### src/ast_pkg.sv
/*
 holds register offsets, field positions, reset values, state codes and
 configuration types of the asynchronous serial unit.
 assumes a 32-bit AXI4-Lite slave with 8-bit registers in the low byte.
*/
package ast_pkg;
    // ----------------------------------------------------------------
    // register map (byte addresses)
    // ----------------------------------------------------------------
    localparam logic [7:0] AST_MODE_OFS = 8'h00;
    localparam logic [7:0] AST_RATE_OFS = 8'h04;
    localparam logic [7:0] AST_CTRL_OFS = 8'h08;
    localparam logic [7:0] AST_TXD_OFS = 8'h0C;
    localparam logic [7:0] AST_STAT_OFS = 8'h10;
    localparam logic [7:0] AST_RXD_OFS = 8'h14;
    // ----------------------------------------------------------------
    // reset values and status bit positions
    // ----------------------------------------------------------------
    localparam logic [7:0] AST_RATE_RST = 8'hFF;
    localparam logic [7:0] AST_STAT_RST = 8'h84;
    localparam int AST_ST_TXE = 7;
    localparam int AST_ST_RXF = 6;
    localparam int AST_ST_OVR = 5;
    localparam int AST_ST_FER = 4;
    localparam int AST_ST_PER = 3;
    localparam int AST_ST_TXD = 2;
    localparam int AST_ST_BRK = 0;
    // ----------------------------------------------------------------
    // oversampling points and bus response codes
    // ----------------------------------------------------------------
    localparam logic [3:0] AST_OVS_LAST = 4'hF;
    localparam logic [3:0] AST_OVS_MID = 4'h7;
    localparam logic [1:0] AST_RESP_OK = 2'h0;
    localparam logic [1:0] AST_RESP_ERR = 2'h2;
    // ----------------------------------------------------------------
    // types
    // ----------------------------------------------------------------
    typedef struct packed {
        logic len7;
        logic parEn;
        logic parOdd;
        logic stop2;
        logic msbFirst;
        logic [1:0] prescale;
    } ast_mode_t;
    typedef struct packed {
        logic txIe;
        logic rxIe;
        logic txEn;
        logic rxEn;
        logic spare;
        logic endIe;
        logic extClk;
        logic clkOut;
    } ast_ctrl_t;
    typedef enum logic [2:0] {
        AST_IDLE = 3'b000,
        AST_START = 3'b001,
        AST_DATA = 3'b010,
        AST_PAR = 3'b011,
        AST_STOP = 3'b100
    } ast_state_t;
endpackage : ast_pkg

### src/ast_async_serial_unit.sv
/*
 asynchronous serial transceiver with AXI4-Lite register access.
 assumes one clock mclk, a synchronous active-high reset, and rxd and sck
 pins that are asynchronous to mclk.
*/
`timescale 1ns/10ps
`default_nettype none
module ast_async_serial_unit
    import ast_pkg::*;
(
    input wire logic mclk,
    input wire logic reset,
    input wire logic [7:0] awaddr,
    input wire logic awvalid,
    output logic awready,
    input wire logic [31:0] wdata,
    input wire logic [3:0] wstrb,
    input wire logic wvalid,
    output logic wready,
    output logic [1:0] bresp,
    output logic bvalid,
    input wire logic bready,
    input wire logic [7:0] araddr,
    input wire logic arvalid,
    output logic arready,
    output logic [31:0] rdata,
    output logic [1:0] rresp,
    output logic rvalid,
    input wire logic rready,
    input wire logic rxdPin,
    output logic txdPin,
    input wire logic sckIn,
    output logic sckOut,
    output logic sckOe,
    output logic txEmptyIrq,
    output logic rxFullIrq,
    output logic rxErrIrq,
    output logic txEndIrq
);
    // ----------------------------------------------------------------
    // registers
    // ----------------------------------------------------------------
    ast_mode_t mode_reg, mode_next;
    ast_ctrl_t ctrl_reg, ctrl_next;
    logic [7:0] rate_reg, rate_next, txBuf_reg, txBuf_next;
    logic [7:0] rxBuf_reg, rxBuf_next, stat_reg, stat_next;
    logic [7:0] awa_reg, awa_next, wd_reg, wd_next;
    logic awHave_reg, awHave_next, wHave_reg, wHave_next, ws_reg, ws_next;
    logic bv_reg, bv_next, rv_reg, rv_next;
    logic [1:0] br_reg, br_next, rr_reg, rr_next;
    logic [31:0] rd_reg, rd_next;
    logic doWr, doRd, txWr, rxRd, stWr;
    always_comb begin
        doWr = awHave_reg && wHave_reg && !bv_reg;
        doRd = arvalid && !rv_reg;
        txWr = doWr && ws_reg && awa_reg == AST_TXD_OFS;
        stWr = doWr && ws_reg && awa_reg == AST_STAT_OFS;
        rxRd = doRd && araddr == AST_RXD_OFS;
        awHave_next = (awHave_reg && !doWr) || (awvalid && !awHave_reg);
        wHave_next = (wHave_reg && !doWr) || (wvalid && !wHave_reg);
        awa_next = (awvalid && !awHave_reg) ? awaddr : awa_reg;
        wd_next = (wvalid && !wHave_reg) ? wdata[7:0] : wd_reg;
        ws_next = (wvalid && !wHave_reg) ? wstrb[0] : ws_reg;
        bv_next = doWr || (bv_reg && !bready);
        br_next = br_reg;
        mode_next = mode_reg;
        ctrl_next = ctrl_reg;
        rate_next = rate_reg;
        if (doWr) begin
            br_next = AST_RESP_OK;
            if (ws_reg && awa_reg == AST_MODE_OFS) mode_next = wd_reg[6:0];
            if (ws_reg && awa_reg == AST_RATE_OFS) rate_next = wd_reg;
            if (ws_reg && awa_reg == AST_CTRL_OFS) begin
                ctrl_next = wd_reg;
                ctrl_next.spare = 1'b0;
            end
            if (awa_reg > AST_RXD_OFS || awa_reg[1:0] != 2'h0) begin
                br_next = AST_RESP_ERR;
            end
        end
        rv_next = doRd || (rv_reg && !rready);
        rd_next = rd_reg;
        rr_next = rr_reg;
        if (doRd) begin
            rr_next = AST_RESP_OK;
            case (araddr)
                AST_MODE_OFS: rd_next = {25'h0, mode_reg};
                AST_RATE_OFS: rd_next = {24'h0, rate_reg};
                AST_CTRL_OFS: rd_next = {24'h0, ctrl_reg};
                AST_TXD_OFS: rd_next = {24'h0, txBuf_reg};
                AST_STAT_OFS: rd_next = {24'h0, stat_reg};
                AST_RXD_OFS: rd_next = {24'h0, rxBuf_reg};
                default: begin
                    rd_next = 32'h0;
                    rr_next = AST_RESP_ERR;
                end
            endcase
        end
    end
    assign awready = !awHave_reg;
    assign wready = !wHave_reg;
    assign bvalid = bv_reg;
    assign bresp = br_reg;
    assign arready = !rv_reg;
    assign rvalid = rv_reg;
    assign rdata = rd_reg;
    assign rresp = rr_reg;
    // ----------------------------------------------------------------
    // clock generation
    // ----------------------------------------------------------------
    // bit rate = mclk / (prescale * (rate+1) * 2 * 16)
    logic [5:0] pre_reg, pre_next, preMax;
    logic [7:0] brg_reg, brg_next;
    logic half_reg, half_next, sck1_reg, sck2_reg, sck3_reg;
    logic preTick, halfTick, tick16;
    always_comb begin
        case (mode_reg.prescale)
            2'h0: preMax = 6'h00;
            2'h1: preMax = 6'h03;
            2'h2: preMax = 6'h0F;
            default: preMax = 6'h3F;
        endcase
        preTick = pre_reg >= preMax;
        pre_next = preTick ? 6'h00 : pre_reg + 6'h01;
        halfTick = preTick && brg_reg >= rate_reg;
        brg_next = brg_reg;
        if (preTick) brg_next = halfTick ? 8'h00 : brg_reg + 8'h01;
        half_next = halfTick ? !half_reg : half_reg;
        // external clock skips the generator entirely
        tick16 = ctrl_reg.extClk ? (sck2_reg && !sck3_reg)
                                 : (halfTick && half_reg);
    end
    assign sckOut = half_reg;
    assign sckOe = ctrl_reg.clkOut && !ctrl_reg.extClk;
    // ----------------------------------------------------------------
    // transmitter
    // ----------------------------------------------------------------
    ast_state_t txSt_reg, txSt_next;
    logic [3:0] txCnt_reg, txCnt_next;
    logic [2:0] txBit_reg, txBit_next, lastBit;
    logic [7:0] txSh_reg, txSh_next, txRev;
    logic txPar_reg, txPar_next, txd_reg, txd_next, txEnd, txLoad;
    always_comb begin
        lastBit = mode_reg.len7 ? 3'h6 : 3'h7;
        for (int i = 0; i < 8; i++) txRev[i] = txBuf_reg[7 - i];
        txSt_next = txSt_reg;
        txCnt_next = tick16 ? txCnt_reg + 4'h1 : txCnt_reg;
        txBit_next = txBit_reg;
        txSh_next = txSh_reg;
        txPar_next = txPar_reg;
        txEnd = tick16 && txCnt_reg == AST_OVS_LAST;
        txLoad = 1'b0;
        case (txSt_reg)
            AST_IDLE: begin
                txCnt_next = 4'h0;
                txLoad = ctrl_reg.txEn && !stat_reg[AST_ST_TXE];
            end
            AST_START: if (txEnd) txSt_next = AST_DATA;
            AST_DATA: if (txEnd) begin
                txSh_next = {1'b0, txSh_reg[7:1]};
                txBit_next = txBit_reg + 3'h1;
                if (txBit_reg == lastBit) begin
                    txBit_next = 3'h0;
                    txSt_next = mode_reg.parEn ? AST_PAR : AST_STOP;
                end
            end
            AST_PAR: if (txEnd) txSt_next = AST_STOP;
            AST_STOP: if (txEnd) begin
                if (mode_reg.stop2 && txBit_reg == 3'h0) begin
                    txBit_next = 3'h1;
                end else begin
                    txBit_next = 3'h0;
                    txSt_next = AST_IDLE;
                    txLoad = ctrl_reg.txEn && !stat_reg[AST_ST_TXE];
                end
            end
            default: txSt_next = AST_IDLE;
        endcase
        if (txLoad) begin
            txSt_next = AST_START;
            txCnt_next = 4'h0;
            txBit_next = 3'h0;
            txSh_next = txBuf_reg;
            if (mode_reg.msbFirst) begin
                txSh_next = mode_reg.len7 ? {1'b0, txRev[7:1]} : txRev;
            end
            txPar_next = ^(mode_reg.len7 ? {1'b0, txBuf_reg[6:0]} : txBuf_reg)
                         ^ mode_reg.parOdd;
        end
        case (txSt_next)
            AST_START: txd_next = 1'b0;
            AST_DATA: txd_next = txSh_next[0];
            AST_PAR: txd_next = txPar_next;
            default: txd_next = 1'b1;
        endcase
        txBuf_next = txWr ? wd_reg : txBuf_reg;
    end
    assign txdPin = txd_reg;
    // ----------------------------------------------------------------
    // receiver
    // ----------------------------------------------------------------
    ast_state_t rxSt_reg, rxSt_next;
    logic [3:0] rxCnt_reg, rxCnt_next;
    logic [2:0] rxBit_reg, rxBit_next;
    logic [7:0] rxSh_reg, rxSh_next, rxWord;
    logic rx1_reg, rxS_reg, rxP_reg, rxAcc_reg, rxAcc_next, rxPe_reg;
    logic rxPe_next, rxSamp, rxMid, rxDone, fer, brk;
    always_comb begin
        rxSt_next = rxSt_reg;
        rxCnt_next = tick16 ? rxCnt_reg + 4'h1 : rxCnt_reg;
        rxBit_next = rxBit_reg;
        rxSh_next = rxSh_reg;
        rxAcc_next = rxAcc_reg;
        rxPe_next = rxPe_reg;
        rxSamp = tick16 && rxCnt_reg == AST_OVS_LAST;
        rxMid = tick16 && rxCnt_reg == AST_OVS_MID;
        rxDone = 1'b0;
        case (rxSt_reg)
            AST_IDLE: begin
                rxCnt_next = 4'h0;
                if (ctrl_reg.rxEn && rxP_reg && !rxS_reg) begin
                    rxSt_next = AST_START;
                    rxBit_next = 3'h0;
                    rxAcc_next = 1'b0;
                    rxPe_next = 1'b0;
                end
            end
            AST_START: if (rxMid) begin
                rxCnt_next = 4'h0; // re-centre on the start bit
                rxSt_next = rxS_reg ? AST_IDLE : AST_DATA;
            end
            AST_DATA: if (rxSamp) begin
                rxAcc_next = rxAcc_reg ^ rxS_reg;
                rxSh_next = mode_reg.msbFirst ? {rxSh_reg[6:0], rxS_reg}
                                              : {rxS_reg, rxSh_reg[7:1]};
                rxBit_next = rxBit_reg + 3'h1;
                if (rxBit_reg == lastBit) begin
                    rxSt_next = mode_reg.parEn ? AST_PAR : AST_STOP;
                end
            end
            AST_PAR: if (rxSamp) begin
                rxPe_next = (rxAcc_reg ^ rxS_reg) != mode_reg.parOdd;
                rxAcc_next = rxS_reg;
                rxSt_next = AST_STOP;
            end
            AST_STOP: if (rxSamp) begin
                rxDone = 1'b1;
                rxSt_next = AST_IDLE;
            end
            default: rxSt_next = AST_IDLE;
        endcase
        if (mode_reg.msbFirst) begin
            rxWord = mode_reg.len7 ? {1'b0, rxSh_reg[6:0]} : rxSh_reg;
        end else begin
            rxWord = mode_reg.len7 ? {1'b0, rxSh_reg[7:1]} : rxSh_reg;
        end
        fer = rxDone && !rxS_reg;
        // break: whole frame low including parity
        brk = fer && rxWord == 8'h00 && !(mode_reg.parEn && rxAcc_reg);
    end
    // ----------------------------------------------------------------
    // status flags: hardware set wins over software clear
    // ----------------------------------------------------------------
    logic rxStore;
    always_comb begin
        rxStore = rxDone && (!stat_reg[AST_ST_RXF] || rxRd);
        stat_next = stat_reg;
        if (stWr) stat_next = stat_reg & ~{2'h0, wd_reg[5:3], 1'b0, 1'b0,
                                           wd_reg[0]};
        if (txWr) begin
            stat_next[AST_ST_TXE] = 1'b0;
            stat_next[AST_ST_TXD] = 1'b0;
        end
        if (rxRd) stat_next[AST_ST_RXF] = 1'b0;
        if (txLoad) stat_next[AST_ST_TXE] = 1'b1;
        if (txEnd && txSt_reg == AST_STOP && txSt_next == AST_IDLE) begin
            stat_next[AST_ST_TXD] = 1'b1;
        end
        if (rxDone && !rxStore) stat_next[AST_ST_OVR] = 1'b1;
        if (rxStore) stat_next[AST_ST_RXF] = 1'b1;
        if (fer) stat_next[AST_ST_FER] = 1'b1;
        if (rxDone && rxPe_reg) stat_next[AST_ST_PER] = 1'b1;
        if (brk) stat_next[AST_ST_BRK] = 1'b1;
        rxBuf_next = rxStore ? rxWord : rxBuf_reg;
    end
    // request lines double as transfer triggers
    assign txEmptyIrq = ctrl_reg.txIe && stat_reg[AST_ST_TXE];
    assign rxFullIrq = ctrl_reg.rxIe && stat_reg[AST_ST_RXF];
    assign rxErrIrq = ctrl_reg.rxIe && |stat_reg[AST_ST_OVR:AST_ST_PER];
    assign txEndIrq = ctrl_reg.endIe && stat_reg[AST_ST_TXD];
    // ----------------------------------------------------------------
    // state registers
    // ----------------------------------------------------------------
    always_ff @(posedge mclk) begin
        if (reset) begin
            mode_reg <= '0;
            ctrl_reg <= '0;
            rate_reg <= AST_RATE_RST;
            txBuf_reg <= 8'h00;
            rxBuf_reg <= 8'h00;
            stat_reg <= AST_STAT_RST;
            awa_reg <= 8'h00;
            wd_reg <= 8'h00;
            awHave_reg <= 1'b0;
            wHave_reg <= 1'b0;
            ws_reg <= 1'b0;
            bv_reg <= 1'b0;
            rv_reg <= 1'b0;
            br_reg <= AST_RESP_OK;
            rr_reg <= AST_RESP_OK;
            rd_reg <= 32'h0;
            pre_reg <= 6'h00;
            brg_reg <= 8'h00;
            half_reg <= 1'b0;
            sck1_reg <= 1'b0;
            sck2_reg <= 1'b0;
            sck3_reg <= 1'b0;
            txSt_reg <= AST_IDLE;
            txCnt_reg <= 4'h0;
            txBit_reg <= 3'h0;
            txSh_reg <= 8'h00;
            txPar_reg <= 1'b0;
            txd_reg <= 1'b1;
            rxSt_reg <= AST_IDLE;
            rxCnt_reg <= 4'h0;
            rxBit_reg <= 3'h0;
            rxSh_reg <= 8'h00;
            rx1_reg <= 1'b1;
            rxS_reg <= 1'b1;
            rxP_reg <= 1'b1;
            rxAcc_reg <= 1'b0;
            rxPe_reg <= 1'b0;
        end else begin
            mode_reg <= mode_next;
            ctrl_reg <= ctrl_next;
            rate_reg <= rate_next;
            txBuf_reg <= txBuf_next;
            rxBuf_reg <= rxBuf_next;
            stat_reg <= stat_next;
            awa_reg <= awa_next;
            wd_reg <= wd_next;
            awHave_reg <= awHave_next;
            wHave_reg <= wHave_next;
            ws_reg <= ws_next;
            bv_reg <= bv_next;
            rv_reg <= rv_next;
            br_reg <= br_next;
            rr_reg <= rr_next;
            rd_reg <= rd_next;
            pre_reg <= pre_next;
            brg_reg <= brg_next;
            half_reg <= half_next;
            sck1_reg <= sckIn;
            sck2_reg <= sck1_reg;
            sck3_reg <= sck2_reg;
            txSt_reg <= txSt_next;
            txCnt_reg <= txCnt_next;
            txBit_reg <= txBit_next;
            txSh_reg <= txSh_next;
            txPar_reg <= txPar_next;
            txd_reg <= txd_next;
            rxSt_reg <= rxSt_next;
            rxCnt_reg <= rxCnt_next;
            rxBit_reg <= rxBit_next;
            rxSh_reg <= rxSh_next;
            rx1_reg <= rxdPin;
            rxS_reg <= rx1_reg;
            rxP_reg <= rxS_reg;
            rxAcc_reg <= rxAcc_next;
            rxPe_reg <= rxPe_next;
        end
    end
endmodule : ast_async_serial_unit
`default_nettype wire

### config.mk
export PLATFORM = sky130hd
export DESIGN_NAME = ast_async_serial_unit
export DESIGN_NICKNAME = d
export VERILOG_FILES = /design/src/ast_pkg.sv /design/src/ast_async_serial_unit.sv
export SDC_FILE = /design/constraint.sdc
export NUM_CORES = 1
export LEC_CHECK = 0
export BUFFER_PORTS_ARGS = -buffer_cell sky130_fd_sc_hd__buf_2
export CAP_MARGIN = 20
export CORE_ASPECT_RATIO = 1.4
export CORE_MARGIN = 4
export CORE_UTILIZATION = 52
export DETAILED_ROUTE_END_ITERATION = 6
export PLACE_DENSITY = 0.74
export SKIP_CTS_REPAIR_TIMING = 1
export SKIP_LAST_GASP = 1
export SYNTH_ARGS = -nofsm -noshare
export SYNTH_HDL_FRONTEND = slang
export SYNTH_SLANG_ARGS = --single-unit
### constraint.sdc
create_clock -name mclk -period 3.5 [get_ports mclk]
set_input_delay 1.05 -clock mclk [delete_from_list [all_inputs] [get_ports mclk]]
set_output_delay 1.05 -clock mclk [all_outputs]
set_load 0.005 [all_outputs]
# Word level (Yosys, flattened, before mapping)
# Index checks and enable logic that the tools add are counted.
# classes
add_sub_neg,6
order_cmp,3
eq_ne,36
mux,67
n_reduce_logical,99
bitwise_logic,4
# ops
operator,count
$mux 8,12
$mux 3,19
$pmux 8 s6,1
$logic_and 1x1->1,40
$eq 8x4->1 const B,4
$pmux 3 s5,2
$eq 8x5->1 const B,3
$logic_not 8->1,3
$reduce_bool 2->1,11
$mux 1,20
$eq 3x2->1 const B,6
$pmux 6 s3,1
$eq 8x3->1 const B,2
$ne 2x2->1 const B,8
$logic_not 1->1,15
$logic_not 3->1,4
$pmux 3 s2,2
$reduce_and 2->1,5
$eq 3x1->1 const B,3
$reduce_and 3->1,3
$add 4x1->4 const B,2
$add 8x1->8 const B,1
$and 8x8->8,1
$eq 4x4->1 const B,2
other kinds (27),45
# totals
input_bits,61
output_inout_bits,48
ff_bits,164

# Depth between registers and ports, before layout
# logic_depth
depth_word,13
mapped_depth,12

# Worst setup path before layout
# No wires, ideal clock.
# synth_path
path_kind,input to register
start,in araddr[7]
end,reg rxBuf_reg[5]
path_buffers,2
path_stages,9
arrival_time_ns,2.722
t_required_ns,3.414
setup_ns,0.086
slack_ns,0.693
path_cell_list,or4_1 nor2_2 and3_1 buf_4 a21boi_2 nor3_4 buf_4 nor2_1 a211oi_1
# synth_via
elab_chain_cells,4
# synth_rtl
element,line,rtl
start: declaration,ast_async_serial_unit.sv:23,"input wire logic [7:0] araddr,"
$eq 8x5->1,ast_async_serial_unit.sv:58,rxRd = doRd && araddr == AST_RXD_OFS;
$logic_and 1x1->1,ast_async_serial_unit.sv:58,
$logic_or 1x1->1,ast_async_serial_unit.sv:266,rxStore = rxDone && (!stat_reg[AST_ST_RXF] || rxRd);
$logic_and 1x1->1,ast_async_serial_unit.sv:266,
end signal: assignment,ast_async_serial_unit.sv:338,rxBuf_reg <= rxBuf_next;
end: declaration,ast_async_serial_unit.sv:46,"logic [7:0] rxBuf_reg, rxBuf_next, stat_reg, stat_next;"
# No other way between the ends.
# A chain may end at the register's enable or synchronous reset.

# Worst setup path after layout
# layout_path
start,reg mode_reg[1] (netlist bit)
end,reg txBit_reg[1]
# layout_via
elab_chain_cells,10
# layout_rtl
element,line,rtl
start: declaration,ast_async_serial_unit.sv:43,"ast_mode_t mode_reg, mode_next;"
start signal: assignment,ast_async_serial_unit.sv:334,mode_reg <= mode_next;
"$eq 2x2->1, or another cell as far along",ast_async_serial_unit.sv:117,case (mode_reg.prescale)
$pmux 6 s3 *,ast_async_serial_unit.sv:117,
$ge 6x6->1 *,ast_async_serial_unit.sv:123,preTick = pre_reg >= preMax;
$logic_and 1x1->1 *,ast_async_serial_unit.sv:125,halfTick = preTick && brg_reg >= rate_reg;
$logic_and 1x1->1 *,ast_async_serial_unit.sv:131,: (halfTick && half_reg);
$mux 1 *,ast_async_serial_unit.sv:130,tick16 = ctrl_reg.extClk ? (sck2_reg && !sck3_reg)
$logic_and 1x1->1 *,ast_async_serial_unit.sv:151,txEnd = tick16 && txCnt_reg == AST_OVS_LAST;
$mux 1,ast_async_serial_unit.sv:168,AST_STOP: if (txEnd) begin
$pmux 1 s2,ast_async_serial_unit.sv:153,case (txSt_reg)
$reduce_or 2->1 (no source line),-,
end signal: assignment,ast_async_serial_unit.sv:358,txBit_reg <= txBit_next;
end: declaration,ast_async_serial_unit.sv:140,"logic [2:0] txBit_reg, txBit_next, lastBit;"
# Mark *: on every way between the ends. The rest lies on a longest branch, timed or not.

==> impl_results.html <==
<table>
<tr><th>Metric</th><th>Value</th></tr>
<tr><th colspan="2">Run status</th></tr>
<tr><td>Run status</td><td>completed</td></tr>
<tr><th colspan="2">Critical path</th></tr>
<tr><td>Critical Path Source Type</td><td>flip-flop</td></tr>
<tr><td>Class of the most critical setup path</td><td>reg2reg</td></tr>
<tr><td>Required time of the critical path</td><td>3.84 ns</td></tr>
<tr><td>CP Data Arrival Time</td><td>3.50 ns</td></tr>
<tr><td>Endpoint type of the worst setup path</td><td>flip-flop</td></tr>
<tr><td>Reg-to-Reg Start</td><td>mode_reg[1]</td></tr>
<tr><td>Peak fanout along the critical path</td><td>11</td></tr>
<tr><td>Worst R2R Setup Slack</td><td>0.35 ns</td></tr>
<tr><td>Depth of the worst register-to-register path</td><td>12</td></tr>
<tr><td>Terminus of the critical flop-to-flop path</td><td>txBit_reg[1]</td></tr>
<tr><th colspan="2">Layout</th></tr>
<tr><td>Final Non-Filler Cells</td><td>1,001</td></tr>
<tr><td>Fill cells</td><td>roughly 1,100</td></tr>
<tr><td># nets final</td><td>917</td></tr>
<tr><td>Layout cell share with drive strength beyond 1</td><td>15.1%</td></tr>
<tr><td>Count of antenna diodes in the layout</td><td>0</td></tr>
<tr><td>Final cell utilization of the core</td><td>60.2%</td></tr>
<tr><td>Final instance area</td><td>7750 um2</td></tr>
<tr><td>Synthesis-to-layout area growth</td><td>13.1%</td></tr>
<tr><th colspan="2">Drt</th></tr>
<tr><td>Total vias in the final route</td><td>5,691</td></tr>
<tr><td>Routed length per placed instance</td><td>15.8 um</td></tr>
<tr><td>DRT iter0 DRCs</td><td>approximately 260</td></tr>
<tr><td>Antenna Nets Post-Route</td><td>0</td></tr>
<tr><td>Length of the first detailed-routing pass in iterations</td><td>5</td></tr>
<tr><td>Detail-routed via count per cell</td><td>5.69</td></tr>
<tr><td>Total DRC errors in the routed layout</td><td>0</td></tr>
<tr><td>Routed wire length</td><td>15,900 um</td></tr>
<tr><th colspan="2">Power and ir drop</th></tr>
<tr><td>Switching power</td><td>around 0.82 mW</td></tr>
<tr><td>PD cells</td><td>466 nW/um2</td></tr>
<tr><td>Relative contribution of combinational cells to total power</td><td>between 4 and 5%</td></tr>
<tr><td>Clock group share of total power</td><td>51.2%</td></tr>
<tr><td>Switching power as a share of total power</td><td>22.7%</td></tr>
<tr><td>Peak ir drop on the vdd network</td><td>approximately 300 uV</td></tr>
<tr><td>Internal power of the cells</td><td>2.79 mW</td></tr>
<tr><td>Sequential power share</td><td>44.7%</td></tr>
<tr><td>Sum of internal, switching and leakage power</td><td>3.61 mW</td></tr>
<tr><td>Leakage dissipation</td><td>3.14 nW</td></tr>
<tr><th colspan="2">STA</th></tr>
<tr><td>RSZ-0062 raised after global routing</td><td>no</td></tr>
<tr><td>Final setup slack of the worst path</td><td>between 0.3 and 0.4 ns</td></tr>
<tr><td>Total count of max-transition violations in the final report</td><td>0</td></tr>
<tr><td>Hold Violations, Final</td><td>0</td></tr>
<tr><td>Worst hold margin</td><td>0.405 ns</td></tr>
<tr><td>Final Setup Violations</td><td>0</td></tr>
<tr><td>Worst Max-Slew Pin Slew</td><td>0.909 ns</td></tr>
<tr><td>Maximum frequency from static timing analysis</td><td>~0.32 GHz</td></tr>
<tr><td>Worst clock skew on the final layout</td><td>0.00856 ns</td></tr>
<tr><td>Fin crit share</td><td>90.1%</td></tr>
<tr><td>Sum of negative setup slack</td><td>0 ns</td></tr>
<tr><td>Max-slew headroom at the worst pin</td><td>39.3%</td></tr>
<tr><td>Time the final worst path needs with I/O delays and setup</td><td>3.15 ns</td></tr>
<tr><th colspan="2">Worst hold path</th></tr>
<tr><td>Tightest Hold Check Type</td><td>reg2reg</td></tr>
<tr><td>Hold path start</td><td>rx1_reg</td></tr>
<tr><td>Count of cells along the worst hold path</td><td>1</td></tr>
<tr><td>Min-Delay Endpoint</td><td>rxS_reg</td></tr>
<tr><th colspan="2">Synthesis</th></tr>
<tr><td>Sequential area share after synthesis</td><td>40.0%</td></tr>
<tr><td>Number of enable flip-flop cells after synthesis</td><td>0</td></tr>
<tr><td>Number of distinct library cell variants in the gate-level netlist after synthesis</td><td>73</td></tr>
<tr><td>Count of yosys warnings during synthesis</td><td>0</td></tr>
<tr><td>Number of instances in the synthesized netlist</td><td>792</td></tr>
<tr><td>Most frequently used flop master after synthesis</td><td>sky130_fd_sc_hd__dfxtp_1</td></tr>
<tr><td>Post-synthesis average cell area</td><td>between 8 and 9 um2</td></tr>
<tr><td>Netlist area before placement</td><td>6850 um2</td></tr>
<tr><td>Share of flip-flops with an asynchronous set or reset</td><td>0%</td></tr>
<tr><td>Seq cells post-synth</td><td>137</td></tr>
<tr><th colspan="2">Placed design</th></tr>
<tr><td>Gpl congestion</td><td>0.860</td></tr>
<tr><td>Number of placed cells counting well taps</td><td>969</td></tr>
<tr><td>Placed cell areas</td><td>7140 um2</td></tr>
<tr><td>Number of input and output port buffers inserted</td><td>55</td></tr>
<tr><td>Worst-case setup slack after placement</td><td>0.355 ns</td></tr>
<tr><td>Detailed Place HPWL</td><td>11,400 um</td></tr>
<tr><th colspan="2">CTS</th></tr>
<tr><td>CTS H-Tree Depth</td><td>4</td></tr>
<tr><td>Clock-pin transition on the worst setup and hold timing paths</td><td>roughly 0.06 ns</td></tr>
<tr><td>CTS tree</td><td>done</td></tr>
<tr><td>TritonCTS Buffers</td><td>17</td></tr>
<tr><td>Clock Path Buffers</td><td>2</td></tr>
<tr><td>Clock tree root buffer cell</td><td>sky130_fd_sc_hd__clkbuf_16</td></tr>
<tr><td>Insertion delay of the later-clocked pin in the worst-skew pair</td><td>0.42 ns</td></tr>
<tr><td>Clock sinks</td><td>between 100 and 150</td></tr>
<tr><th colspan="2">Global route</th></tr>
<tr><td>Largest net degree at the start of global routing</td><td>49</td></tr>
<tr><td>Antenna violations before repair</td><td>0</td></tr>
<tr><td>Number of global-route vias before repair</td><td>5,345</td></tr>
<tr><td>Wire length of the first global-routing pass</td><td>26,000 um</td></tr>
<tr><td>Global-route usage over all layers</td><td>21.4%</td></tr>
<tr><td>Gr ovfl total</td><td>0</td></tr>
<tr><th colspan="2">Floorplanning</th></tr>
<tr><td>Total die area</td><td>15,100 um2</td></tr>
<tr><td>Die width</td><td>about 110 um</td></tr>
<tr><td>Die height</td><td>144 um</td></tr>
<tr><td>Number of ports placed on the die boundary</td><td>109</td></tr>
<tr><td>Initial Util</td><td>53.2%</td></tr>
<tr><td>Total number of placement rows</td><td>49</td></tr>
<tr><td>Core area</td><td>12,900 um2</td></tr>
<tr><th colspan="2">Run</th></tr>
<tr><td>Number of max-cap violations</td><td>0</td></tr>
</table>
## routing by layer
layer	vias up	wire (um)	GRT usage, %
met5	-	0	0
met4	0	573	11.1
met3	47	782	4.49
met2	174	7920	36.9
met1	2649	6580	25.0
li1	2821	-	-
## critical path, cell delays in order (launching register included)
cell	delay (ns)
sky130_fd_sc_hd__dfxtp_1	0.34
sky130_fd_sc_hd__or2_2	0.32
sky130_fd_sc_hd__ha_1	0.28
sky130_fd_sc_hd__nor2b_1	0.04
sky130_fd_sc_hd__o21ai_1	0.21
sky130_fd_sc_hd__a221oi_2	0.08
sky130_fd_sc_hd__buf_4	0.18
sky130_fd_sc_hd__o31ai_4	0.35
sky130_fd_sc_hd__buf_4	0.26
sky130_fd_sc_hd__nand3_2	0.28
sky130_fd_sc_hd__o21a_1	0.24
sky130_fd_sc_hd__or3b_1	0.37
sky130_fd_sc_hd__a21oi_1	0.13
## power groups by stage
stage,clock network [mW],logic [mW],registers (mW)
2_1_floorplan,0,0.118,1.64
3_3_place_gp,0,0.145,1.65
3_5_place_dp,0,0.147,1.65
4_1_cts,1.87,0.148,1.61
5_1_grt,1.95,0.167,1.62
6_report,1.85,0.147,1.61
## layout by cell type (no fill, tap or decap), types with 4 or more instances in the layout
cell	count
sky130_fd_sc_hd__nand3b_1	5
sky130_fd_sc_hd__nor3_1	14
sky130_fd_sc_hd__o21a_1	5
sky130_fd_sc_hd__buf_4	13
sky130_fd_sc_hd__o211ai_1	7
sky130_fd_sc_hd__nor2_1	99
sky130_fd_sc_hd__a211oi_1	26
sky130_fd_sc_hd__mux2_2	10
sky130_fd_sc_hd__nand3_1	22
sky130_fd_sc_hd__ha_1	21
sky130_fd_sc_hd__nor2b_1	15
sky130_fd_sc_hd__a21oi_1	48
sky130_fd_sc_hd__conb_1	26
sky130_fd_sc_hd__and2_1	4
sky130_fd_sc_hd__nand2_1	81
sky130_fd_sc_hd__or2_2	5
sky130_fd_sc_hd__xor2_1	15
sky130_fd_sc_hd__xnor2_1	16
sky130_fd_sc_hd__or3_1	5
sky130_fd_sc_hd__nand2b_1	8
sky130_fd_sc_hd__mux2i_1	53
sky130_fd_sc_hd__o22ai_1	4
sky130_fd_sc_hd__a22oi_1	9
sky130_fd_sc_hd__a221oi_1	6
sky130_fd_sc_hd__o21ai_0	19
sky130_fd_sc_hd__dfxtp_1	137
sky130_fd_sc_hd__a21o_1	4
sky130_fd_sc_hd__nand4_1	8
sky130_fd_sc_hd__clkbuf_16	17
sky130_fd_sc_hd__clkinvlp_4	4
sky130_fd_sc_hd__buf_2	54
sky130_fd_sc_hd__inv_1	21
sky130_fd_sc_hd__and3_1	8
## area by class of cell
type                            instances  area, um2  area share [%]
Clock buffer                           19        443            5.72
Tap cell                              153        191            2.47
Inverter                               21       78.8            1.02
Multi-Input combinational cell        591       3760            48.5
Clock inverter                         13        169            2.18
Timing Repair Buffer                   67        368            4.75
Sequential cell                       137       2740            35.4
## kinds of logic after synthesis
logic type | share of synthesized area, %
compound gates | 15.7
xor+xnor | 3.96
fa+ha+maj | 3.83
buf+inv | 6.57
flops | 40.0
mux | 9.72
other cells | 0.0547
simple gates | 20.1
## worst max path at each step
stage                           start      endpoint  slack (ns)  depth (start not counted)
after floorplan             araddr[7]  rxBuf_reg[5]        0.69                          9
after global placement    mode_reg[1]  txBit_reg[1]        0.38                         12
after detailed placement  mode_reg[1]  txBit_reg[1]        0.35                         12
after CTS                 mode_reg[1]  txBit_reg[1]        0.34                         12
after global routing      mode_reg[1]  txBit_reg[1]        0.15                         12
final                     mode_reg[1]  txBit_reg[1]        0.35                         12
## synth_stat cells (4+ instances only)
master	count	share of area (%)
sky130_fd_sc_hd__a211oi_1	26	2.8
sky130_fd_sc_hd__a21o_1	4	0.44
sky130_fd_sc_hd__a21oi_1	48	3.5
sky130_fd_sc_hd__a221oi_1	6	0.77
sky130_fd_sc_hd__a22oi_1	9	0.99
sky130_fd_sc_hd__and2_1	4	0.37
sky130_fd_sc_hd__and3_1	8	0.73
sky130_fd_sc_hd__buf_1	7	0.38
sky130_fd_sc_hd__buf_2	5	0.37
sky130_fd_sc_hd__buf_4	29	3.2
sky130_fd_sc_hd__clkbuf_1	26	1.4
sky130_fd_sc_hd__dfxtp_1	137	40
sky130_fd_sc_hd__ha_1	21	3.8
sky130_fd_sc_hd__inv_1	21	1.2
sky130_fd_sc_hd__mux2_2	10	1.6
sky130_fd_sc_hd__mux2i_1	53	7.7
sky130_fd_sc_hd__nand2_1	81	4.4
sky130_fd_sc_hd__nand2b_1	8	0.73
sky130_fd_sc_hd__nand3_1	22	1.6
sky130_fd_sc_hd__nand3b_1	5	0.55
sky130_fd_sc_hd__nand4_1	8	0.73
sky130_fd_sc_hd__nor2_1	99	5.4
sky130_fd_sc_hd__nor2b_1	15	1.4
sky130_fd_sc_hd__nor3_1	15	1.1
sky130_fd_sc_hd__o211ai_1	7	0.77
sky130_fd_sc_hd__o21a_1	5	0.55
sky130_fd_sc_hd__o21ai_0	19	1.4
sky130_fd_sc_hd__o22ai_1	4	0.37
sky130_fd_sc_hd__or2_2	5	0.46
sky130_fd_sc_hd__or3_1	5	0.46
sky130_fd_sc_hd__xnor2_1	16	2.0
sky130_fd_sc_hd__xor2_1	15	1.9
Note: power is estimated with default switching activity, not from simulation.
